[config.mk]
export PLATFORM = sky130hd
export DESIGN_NAME = commissioning_button_decoder
export DESIGN_NICKNAME = d
export VERILOG_FILES = /design/src/cbd_pkg.sv /design/src/cbd_timer.sv /design/src/commissioning_button_decoder.sv
export SDC_FILE = /design/constraint.sdc
export NUM_CORES = 1
export LEC_CHECK = 0
export ABC_AREA = 1
export BUFFER_PORTS_ARGS = -buffer_cell sky130_fd_sc_hd__buf_2
export CELL_PAD_IN_SITES_DETAIL_PLACEMENT = 0
export CELL_PAD_IN_SITES_GLOBAL_PLACEMENT = 2
export CORE_MARGIN = 2
export CORE_UTILIZATION = 36
export DETAILED_ROUTE_END_ITERATION = 12
export PLACE_DENSITY_LB_ADDON = 0.2
export RECOVER_POWER = 25
export SETUP_SLACK_MARGIN = 0.4
export SYNTH_ARGS = -nofsm -noshare
export SYNTH_HDL_FRONTEND = slang
export SYNTH_SLANG_ARGS = --single-unit
export TNS_END_PERCENT = 1
[constraint.sdc]
create_clock -name pclk -period 2.99 [get_ports pclk]
set_input_delay 0.4485 -clock pclk [delete_from_list [all_inputs] [get_ports pclk]]
set_output_delay 0.4485 -clock pclk [all_outputs]
set_load 0.01 [all_outputs]
[src/cbd_pkg.sv]
// Purpose : Shared constants and types for the commissioning button decoder.
// Assumes : 100 MHz pclk, APB register access with 32-bit aligned words.
// Notes   : Times are kept in milliseconds; cycle counts derive from them.
`default_nettype none
package cbd_pkg;
   // ==========================================================
   // Register map
   localparam logic [7:0]  CTRL_OFS       = 8'h00;
   localparam logic [7:0]  SOFT_OFS       = 8'h04;
   localparam logic [7:0]  STAT_OFS       = 8'h08;
   localparam int          CTRL_EN_BIT    = 0;
   localparam int          CTRL_SLP_LSB   = 1;
   localparam int          CTRL_NOM_BIT   = 3;
   localparam int          CTRL_API_BIT   = 4;
   localparam int          CTRL_LED_BIT   = 5;
   localparam logic [5:0]  CTRL_RST       = 6'h21;
   localparam logic [1:0]  SLP_NONE       = 2'h0;
   localparam logic [1:0]  SLP_ASYNC      = 2'h1;
   localparam logic [1:0]  SLP_SYNC       = 2'h2;
   localparam logic [2:0]  PRESS_ONE      = 3'h1;
   localparam logic [2:0]  PRESS_TWO      = 3'h2;
   localparam logic [2:0]  PRESS_FOUR     = 3'h4;
   localparam logic [2:0]  PRESS_MAX      = 3'h7;
   localparam logic [7:0]  NID_FRAME_TYPE = 8'h95;
   // ==========================================================
   // Timing
   localparam longint unsigned CLK_HZ     = 100_000_000;
   localparam longint unsigned CYC_PER_MS = CLK_HZ / 1000;
   localparam longint unsigned WINDOW_MS  = 2000;
   localparam longint unsigned AWAKE_MS   = 30000;
   localparam longint unsigned BLINK_MS   = 1000;
   localparam longint unsigned RATE_MS    = 50;
   localparam longint unsigned WINDOW_CYC = WINDOW_MS * CYC_PER_MS;
   localparam longint unsigned AWAKE_CYC  = AWAKE_MS * CYC_PER_MS;
   localparam longint unsigned BLINK_CYC  = BLINK_MS * CYC_PER_MS;
   localparam longint unsigned RATE_CYC   = RATE_MS * CYC_PER_MS;
   // ==========================================================
   // Types
   typedef enum logic [1:0] {
      SEQ_IDLE  = 2'b01,
      SEQ_COUNT = 2'b10
   } seq_state_t;
endpackage : cbd_pkg
`default_nettype wire

[src/cbd_timer.sv]
// Purpose : Loadable down-counter with busy level and expiry pulse.
// Assumes : Same clock and clock enable as the parent.
// Notes   : Load wins over stop; expire pulses when the count decrements to zero, not when stop clears it.
`default_nettype none
module cbd_timer (
   input  wire logic        pclk,
   input  wire logic        presetn,
   input  wire logic        ce,
   input  wire logic        load,
   input  wire logic        stop,
   input  wire logic [31:0] load_val,
   output logic             busy,
   output logic             expire
);
   logic [31:0] cnt_r;
   logic [31:0] cnt_nxt;
   logic        exp_r;
   logic        exp_nxt;

   always_comb begin
      cnt_nxt = cnt_r;
      exp_nxt = 1'b0;
      if (load) begin
         cnt_nxt = load_val;
      end else if (stop) begin
         cnt_nxt = 32'h0000_0000;
      end else if (cnt_r != 32'h0000_0000) begin
         cnt_nxt = cnt_r - 32'h0000_0001;
         exp_nxt = (cnt_r == 32'h0000_0001);
      end
   end

   always_ff @(posedge pclk or negedge presetn) begin
      if (!presetn) begin
         cnt_r <= 32'h0000_0000;
         exp_r <= 1'b0;
      end else if (ce) begin
         cnt_r <= cnt_nxt;
         exp_r <= exp_nxt;
      end
   end

   assign busy   = (cnt_r != 32'h0000_0000);
   assign expire = exp_r;
endmodule : cbd_timer
`default_nettype wire

[src/commissioning_button_decoder.sv]
// Purpose : Decodes commissioning pushbutton press sequences into actions.
// Assumes : APB slave on pclk; button pin is asynchronous and active low.
// Notes   : Long counts are parameters so simulation can shorten them.
`default_nettype none
module commissioning_button_decoder
   import cbd_pkg::*;
#(
   parameter logic [31:0] WIN_CYCLES   = 32'(WINDOW_CYC),
   parameter logic [31:0] AWAKE_CYCLES = 32'(AWAKE_CYC),
   parameter logic [31:0] BLINK_CYCLES = 32'(BLINK_CYC),
   parameter logic [31:0] RATE_CYCLES  = 32'(RATE_CYC)
) (
   input  wire logic        pclk,
   input  wire logic        presetn,
   input  wire logic        ce,
   input  wire logic        psel,
   input  wire logic        penable,
   input  wire logic        pwrite,
   input  wire logic [7:0]  paddr,
   input  wire logic [31:0] pwdata,
   output logic [31:0]      prdata,
   output logic             pready,
   output logic             pslverr,
   input  wire logic        button_n,
   input  wire logic        net_wake_start,
   input  wire logic        net_asleep,
   input  wire logic        nid_rx,
   output logic             nid_tx,
   output logic             stay_awake,
   output logic             nominate_coord,
   output logic             restore_defaults_command,
   output logic             assoc_led,
   output logic             nid_indicator,
   output logic [7:0]       nid_frame_type
);
   // ==========================================================
   // State
   seq_state_t  st_r, st_nxt;
   logic [5:0]  ctrl_r, ctrl_nxt;
   logic [2:0]  cnt_r, cnt_nxt;
   logic [2:0]  soft_cnt_r, soft_cnt_nxt;
   logic        soft_pend_r, soft_pend_nxt;
   logic        pend_r, pend_nxt;
   logic        tx_r, tx_nxt;
   logic        nom_r, nom_nxt;
   logic        rst_cmd_r, rst_cmd_nxt;
   logic        ind_r, ind_nxt;
   logic [7:0]  ftype_r, ftype_nxt;
   logic        led_r, led_nxt;
   logic [31:0] rdata_r, rdata_nxt;
   logic        sync1_r, sync2_r, prev_r;
   logic        press_edge, mapped, wr_en;
   logic        disp, win_load, win_busy, win_exp;
   logic        awake_load, awake_stop, blink_load, blink_busy;
   logic        rate_load, rate_exp;
   logic [2:0]  disp_cnt;
   logic [1:0]  slp;

   assign slp = ctrl_r[CTRL_SLP_LSB +: 2];

   // ==========================================================
   // Button synchroniser; the first stage feeds only the second.
   always_ff @(posedge pclk or negedge presetn) begin
      if (!presetn) begin
         sync1_r <= 1'b1;
         sync2_r <= 1'b1;
         prev_r  <= 1'b1;
      end else if (ce) begin
         sync1_r <= button_n;
         sync2_r <= sync1_r;
         prev_r  <= sync2_r;
      end
   end
   // No debounce: contact bounce inside the window would add presses.
   assign press_edge = prev_r & ~sync2_r & ctrl_r[CTRL_EN_BIT];

   // ==========================================================
   // APB decode; zero wait states.
   assign mapped  = (paddr == CTRL_OFS) || (paddr == SOFT_OFS) || (paddr == STAT_OFS);
   assign wr_en   = psel & penable & pwrite & mapped;
   assign pready  = 1'b1;
   assign pslverr = psel & penable & ~mapped;
   assign prdata  = rdata_r;

   // ==========================================================
   // Timers
   cbd_timer u_win (
      .pclk(pclk), .presetn(presetn), .ce(ce), .load(win_load), .stop(1'b0),
      .load_val(WIN_CYCLES), .busy(win_busy), .expire(win_exp));
   cbd_timer u_awake (
      .pclk(pclk), .presetn(presetn), .ce(ce), .load(awake_load), .stop(awake_stop),
      .load_val(AWAKE_CYCLES), .busy(stay_awake), .expire());
   cbd_timer u_blink (
      .pclk(pclk), .presetn(presetn), .ce(ce), .load(blink_load), .stop(1'b0),
      .load_val(BLINK_CYCLES), .busy(blink_busy), .expire());
   cbd_timer u_rate (
      .pclk(pclk), .presetn(presetn), .ce(ce), .load(rate_load), .stop(1'b0),
      .load_val(RATE_CYCLES), .busy(), .expire(rate_exp));

   // ==========================================================
   // Sequence counter and action dispatch
   always_comb begin
      st_nxt        = st_r;
      cnt_nxt       = cnt_r;
      win_load      = 1'b0;
      disp          = 1'b0;
      disp_cnt      = cnt_r;
      soft_pend_nxt = soft_pend_r;
      soft_cnt_nxt  = soft_cnt_r;
      case (st_r)
         SEQ_IDLE: begin
            if (press_edge) begin
               st_nxt   = SEQ_COUNT;
               cnt_nxt  = PRESS_ONE;
               win_load = 1'b1;
            end
         end
         SEQ_COUNT: begin
            if (win_exp) begin
               disp    = 1'b1;
               st_nxt  = SEQ_IDLE;
               cnt_nxt = 3'h0;
            end else if (press_edge && cnt_r != PRESS_MAX) begin
               cnt_nxt = cnt_r + 3'h1;
            end
         end
         default: begin
            st_nxt  = SEQ_IDLE;
            cnt_nxt = 3'h0;
         end
      endcase
      // A software request waits one slot if a physical sequence dispatches.
      if (soft_pend_r && !disp) begin
         disp          = 1'b1;
         disp_cnt      = soft_cnt_r;
         soft_pend_nxt = 1'b0;
      end
      if (wr_en && paddr == SOFT_OFS && pwdata[2:0] != 3'h0) begin
         soft_pend_nxt = 1'b1;
         soft_cnt_nxt  = pwdata[2:0];
      end
   end

   always_comb begin
      tx_nxt      = pend_r & net_wake_start;
      pend_nxt    = pend_r & ~net_wake_start;
      nom_nxt     = 1'b0;
      rst_cmd_nxt = 1'b0;
      awake_load  = 1'b0;
      awake_stop  = (slp == SLP_SYNC) & net_asleep;
      if (disp) begin
         case (disp_cnt)
            PRESS_ONE: begin
               if (slp == SLP_ASYNC) begin
                  awake_load = 1'b1;
                  tx_nxt     = 1'b1;
               end else if (slp == SLP_SYNC) begin
                  awake_load = 1'b1;
                  pend_nxt   = 1'b1;
               end else begin
                  tx_nxt = 1'b1;
               end
            end
            PRESS_TWO: nom_nxt = (slp == SLP_SYNC) & ctrl_r[CTRL_NOM_BIT];
            PRESS_FOUR: rst_cmd_nxt = 1'b1;
            default: nom_nxt = 1'b0;
         endcase
      end
   end

   // ==========================================================
   // Receive side: LED blink and indicator frame
   assign blink_load = nid_rx & ctrl_r[CTRL_LED_BIT];
   assign rate_load  = blink_load | (rate_exp & blink_busy);

   always_comb begin
      ind_nxt   = nid_rx & ctrl_r[CTRL_API_BIT];
      ftype_nxt = ftype_r;
      if (ind_nxt) begin
         ftype_nxt = NID_FRAME_TYPE;
      end
      // The LED rests on as a power indicator between blink bursts.
      led_nxt = 1'b1;
      if (blink_busy) begin
         led_nxt = rate_exp ? ~led_r : led_r;
      end
   end

   // ==========================================================
   // Registers and read mux
   always_comb begin
      ctrl_nxt = ctrl_r;
      if (wr_en && paddr == CTRL_OFS) begin
         ctrl_nxt = pwdata[5:0];
      end
      rdata_nxt = rdata_r;
      if (psel && !penable) begin
         case (paddr)
            CTRL_OFS: rdata_nxt = {26'h000_0000, ctrl_r};
            SOFT_OFS: rdata_nxt = {28'h000_0000, soft_pend_r, soft_cnt_r};
            STAT_OFS: rdata_nxt = {24'h00_0000, led_r, blink_busy, pend_r,
                                   stay_awake, win_busy, cnt_r};
            default:  rdata_nxt = 32'h0000_0000;
         endcase
      end
   end

   always_ff @(posedge pclk or negedge presetn) begin
      if (!presetn) begin
         st_r        <= SEQ_IDLE;
         ctrl_r      <= CTRL_RST;
         cnt_r       <= 3'h0;
         soft_cnt_r  <= 3'h0;
         soft_pend_r <= 1'b0;
         pend_r      <= 1'b0;
         tx_r        <= 1'b0;
         nom_r       <= 1'b0;
         rst_cmd_r   <= 1'b0;
         ind_r       <= 1'b0;
         ftype_r     <= 8'h00;
         led_r       <= 1'b1;
         rdata_r     <= 32'h0000_0000;
      end else if (ce) begin
         st_r        <= st_nxt;
         ctrl_r      <= ctrl_nxt;
         cnt_r       <= cnt_nxt;
         soft_cnt_r  <= soft_cnt_nxt;
         soft_pend_r <= soft_pend_nxt;
         pend_r      <= pend_nxt;
         tx_r        <= tx_nxt;
         nom_r       <= nom_nxt;
         rst_cmd_r   <= rst_cmd_nxt;
         ind_r       <= ind_nxt;
         ftype_r     <= ftype_nxt;
         led_r       <= led_nxt;
         rdata_r     <= rdata_nxt;
      end
   end

   assign nid_tx                   = tx_r;
   assign nominate_coord           = nom_r;
   assign restore_defaults_command = rst_cmd_r;
   assign assoc_led                = led_r;
   assign nid_indicator            = ind_r;
   assign nid_frame_type           = ftype_r;
endmodule : commissioning_button_decoder
`default_nettype wire

==> impl_metrics.yaml <==
outcome:
  run_status: "finished, violations left"
  violations: "capacitance limit, slew limit"
floorplanning:
  num_io_pins: 98
  design.die.area_mm2: 0.0316
  die_h_um: 178
  die-width_um: 178
  initial_utilization_pct: 36.6
  placementRows: 63
  coreArea_mm2: 0.0297
setup_path:
  cp_max_fanout: 4
  startpoint_type: "register"
  slowest_stage: "sky130_fd_sc_hd__dfrtp_1"
  setup.worst_path.end_class: "output pin"
  worst-setup-path-type: "reg -> out"
  arrival_ns: 2.06
  path_cells: "inv_1 > ha_2 > nand3_4 > nor2_4 > inv_1 > nor2_2 > nand2_1 > nor4_2 > nand2_1 > buf_2"
  r2r_slack_ns: 0.53
  critical_path.max_stage_delay_ns: 0.38
  required_ns: 2.54
global_route:
  grt_first_pass_wirelength_um: 52300
  grt_overflow: 0
  number_of_global_route_vias_before_repair: 9786
  grt_max_degree: 56
  total_grt_usage_pct: 21.2
  grt_antenna_before_repair: 0
sta:
  maxClockFrequency_mhz: 399
  rsz0062_at_grt: "true"
  slew_limit_headroom_pct: -7.49
  hold_slack_ns: 0.232
  worst_slew_pin_slew_ns: 1.61
  final-hold-violation-count: 0
  final_setup_tns_ns: 0
  final_min_period_over_clock_period_pct: 83.8
  final_max_slew_viol_count: 54
  setup_viol_count_final: 0
  skew_ns: 0.0110
  period_needed_ns: 2.50
final_layout:
  layout_commonest_cell: "sky130_fd_sc_hd__nand2_1"
  multiInputGateArea_mm2: 0.00598
  drive_above_1_share_pct: 8.22
  layout.cells.most_common_list: "sky130_fd_sc_hd__nand2_1, sky130_fd_sc_hd__nor2_1, sky130_fd_sc_hd__dfrtp_1, sky130_fd_sc_hd__inv_1, sky130_fd_sc_hd__o21ai_0"
  final-seq-area_mm2: 0.00409
  syn_to_final_growth_pct: 10.8
  n_fill_cell: 3209
  fin_nets: 1742
cts:
  h-tree-depth: 4
  worst_skew_pair.late_latency_ns: 0.45
  cts_root_buffer: "sky130_fd_sc_hd__clkbuf_16"
  cts_num_sinks: 163
  cts_tree: "done"
  clkSlewWorstSetupHoldPaths_ns: 0.07
  cts.path.max_buffers: 2
  cts-buffers-inserted: 17
power:
  power.share.combinational_pct: 50.0
  internal-power_w: 0.00619
  sequentialPowerShare_pct: 31.9
  switchingPower_w: 0.00587
  power.clock.fraction_pct: 18.0
  sw_frac_of_total_pct: 48.7
  leakagePower_nw: 6.20
  worst_ir_drop_vdd_mv: 0.483
  pwr_density_cell_mw_per_mm2: 1000
detailed_routing:
  route.vias.total: 10100
  wire_per_inst_um: 15.1
  drt_pass1_iterations: 5
  antenna_left: 0
  detail_route.vias_per_cell: 4.86
  dr.first_iter.drc_count: 733
  route.detailed.drc: 0
  wl_um: 31400
logic_synthesis:
  synth_area_mm2: 0.0109
  ys_ff_latch: 163
  syn_inst: 1636
  ys.warnings.count: 0
  async_reset_ff_share_pct: 100
  yosys.cell_types.count: 41
  synth_flop_cell: "sky130_fd_sc_hd__dfrtp_1"
  synth_seq_area_share_pct: 37.6
  synth_edf_count: 0
  post_synth.cell_area_avg_um2: 6.65
placement:
  io_buffers: 42
  hpwl_um: 23100
  routability_cong: 0.838
run:
  drv_cap: 1
min_path:
  path_type_of_the_worst_min_delay_path: "in -> reg"
-- cell type report --
| cell class | count | area share, % |
|---|---|---|
| inverters | 132 | 4.11 |
| multi-input cells | 1294 | 49.6 |
| repair buffers | 70 | 3.68 |
| flip-flops and latches | 163 | 33.9 |
| diodes | 1 | 0.0208 |
| clock buffers | 18 | 3.56 |
| clock inverters | 14 | 1.10 |
| well taps | 390 | 4.05 |
-- worst max-delay path: cells and delay by family, from the launching register on --
family,cells,cell delay (ns)
buffers and inverters,3,0.30
DFF,1,0.38
adders and majority gates,1,0.23
and+or+nand+nor,6,0.68
-- power groups by stage --
stage          Combinational, W  Sequential, W  Clock (W)
6_report                0.00604        0.00385    0.00218
5_1_grt                 0.00714        0.00398    0.00234
4_1_cts                 0.00608        0.00385    0.00224
3_5_place_dp            0.00601        0.00387          0
3_3_place_gp            0.00600        0.00388          0
2_1_floorplan           0.00478        0.00359          0
-- Yosys cell counts (2+ instances only) --
cell type	instances	area, um2
sky130_fd_sc_hd__o21bai_1	15	113
sky130_fd_sc_hd__o211ai_1	2	15.0
sky130_fd_sc_hd__xnor2_1	19	166
sky130_fd_sc_hd__o21ai_1	4	20.0
sky130_fd_sc_hd__clkbuf_1	20	75.1
sky130_fd_sc_hd__nand3_1	101	505
sky130_fd_sc_hd__buf_6	4	45.0
sky130_fd_sc_hd__conb_1	2	7.51
sky130_fd_sc_hd__nand3b_1	4	30.0
sky130_fd_sc_hd__o31ai_1	2	15.0
sky130_fd_sc_hd__nor2_4	2	22.5
sky130_fd_sc_hd__or2_2	11	68.8
sky130_fd_sc_hd__nor2_1	291	1090
sky130_fd_sc_hd__nand4_1	45	282
sky130_fd_sc_hd__nand2_1	554	2080
sky130_fd_sc_hd__dfstp_2	7	184
sky130_fd_sc_hd__and2_1	2	12.5
sky130_fd_sc_hd__ha_1	14	175
sky130_fd_sc_hd__nor3_1	8	40.0
sky130_fd_sc_hd__a21oi_1	16	80.1
sky130_fd_sc_hd__dfrtp_1	156	3900
sky130_fd_sc_hd__xor2_1	47	412
sky130_fd_sc_hd__buf_2	12	60.1
sky130_fd_sc_hd__nand2_4	2	22.5
sky130_fd_sc_hd__o21ai_0	109	546
sky130_fd_sc_hd__inv_2	2	7.51
sky130_fd_sc_hd__buf_4	36	270
sky130_fd_sc_hd__buf_1	2	7.51
sky130_fd_sc_hd__inv_1	129	484
sky130_fd_sc_hd__nand2_2	5	31.3
sky130_fd_sc_hd__nor2_2	3	18.8
-- per-layer routing --
layer	vias to the layer above	track usage [%]	wire, um
met5	-	0	0
met4	0	5.23	401
met3	26	2.68	1070
met2	196	33.4	13900
met1	4704	30.7	16000
li1	5200	-	-
-- worst paths after layout --
kind	from	to	depth (start not counted)
max in group asynchronous	presetn	u_rate.cnt_r[9]	3
worst min register to register	prdata[1]	prdata[1]	2
worst max register to register	u_blink.cnt_r[0]	u_rate.cnt_r[13]	12
worst min-delay path	pwdata[5]	ctrl_r[5]	3
worst max-delay path	u_awake.cnt_r[0]	stay_awake	10
min in group asynchronous	presetn	u_awake.cnt_r[14]	2
-- state kept, by name (all words and copies together) (netlist names), 2 cells and up --
| register | count |
|---|---|
| u_awake.cnt_r | 32 |
| u_blink.cnt_r | 32 |
| u_rate.cnt_r | 32 |
| u_win.cnt_r | 32 |
| prdata | 8 |
| ctrl_r | 6 |
| cnt_r | 3 |
| soft_cnt_r | 3 |
| st_r | 2 |
-- kinds of logic after synthesis --
logic type	count (synthesis)	synth area share, %
AOI/OAI and AO/OA	152	7.55
xor gates and xnor gates	66	5.31
adders and majority gates	14	1.61
buffers and inverters	206	8.76
DFF	163	37.6
other	2	0.0690
and+or+nand+nor	1033	39.1
-- metrics by stage --
step                      power (W)  std cells  instance area [um2]  setup WS [ns]  util, %
after floorplan             0.00837       1663                11000          0.966        -
after global placement      0.00988       2046                11400          0.469     38.5
after detailed placement    0.00988       2046                11400          0.420     38.5
after CTS                    0.0122       2080                12100          0.426     40.6
after global routing         0.0135       2081                12100          0.257     40.6
final                        0.0121       2082                12100          0.485     40.6
-- repair_timing --
action | in CTS | in global routing
hold buffers | 1 | 0
setup buffers | 1 | 1
endpoints found under the setup margin | 1 | 42
gates resized for setup | 7 | 0
hold endpoints to repair | 9 | 0
pin swaps | 1 | 1
Note: power is estimated with default switching activity, not from simulation.
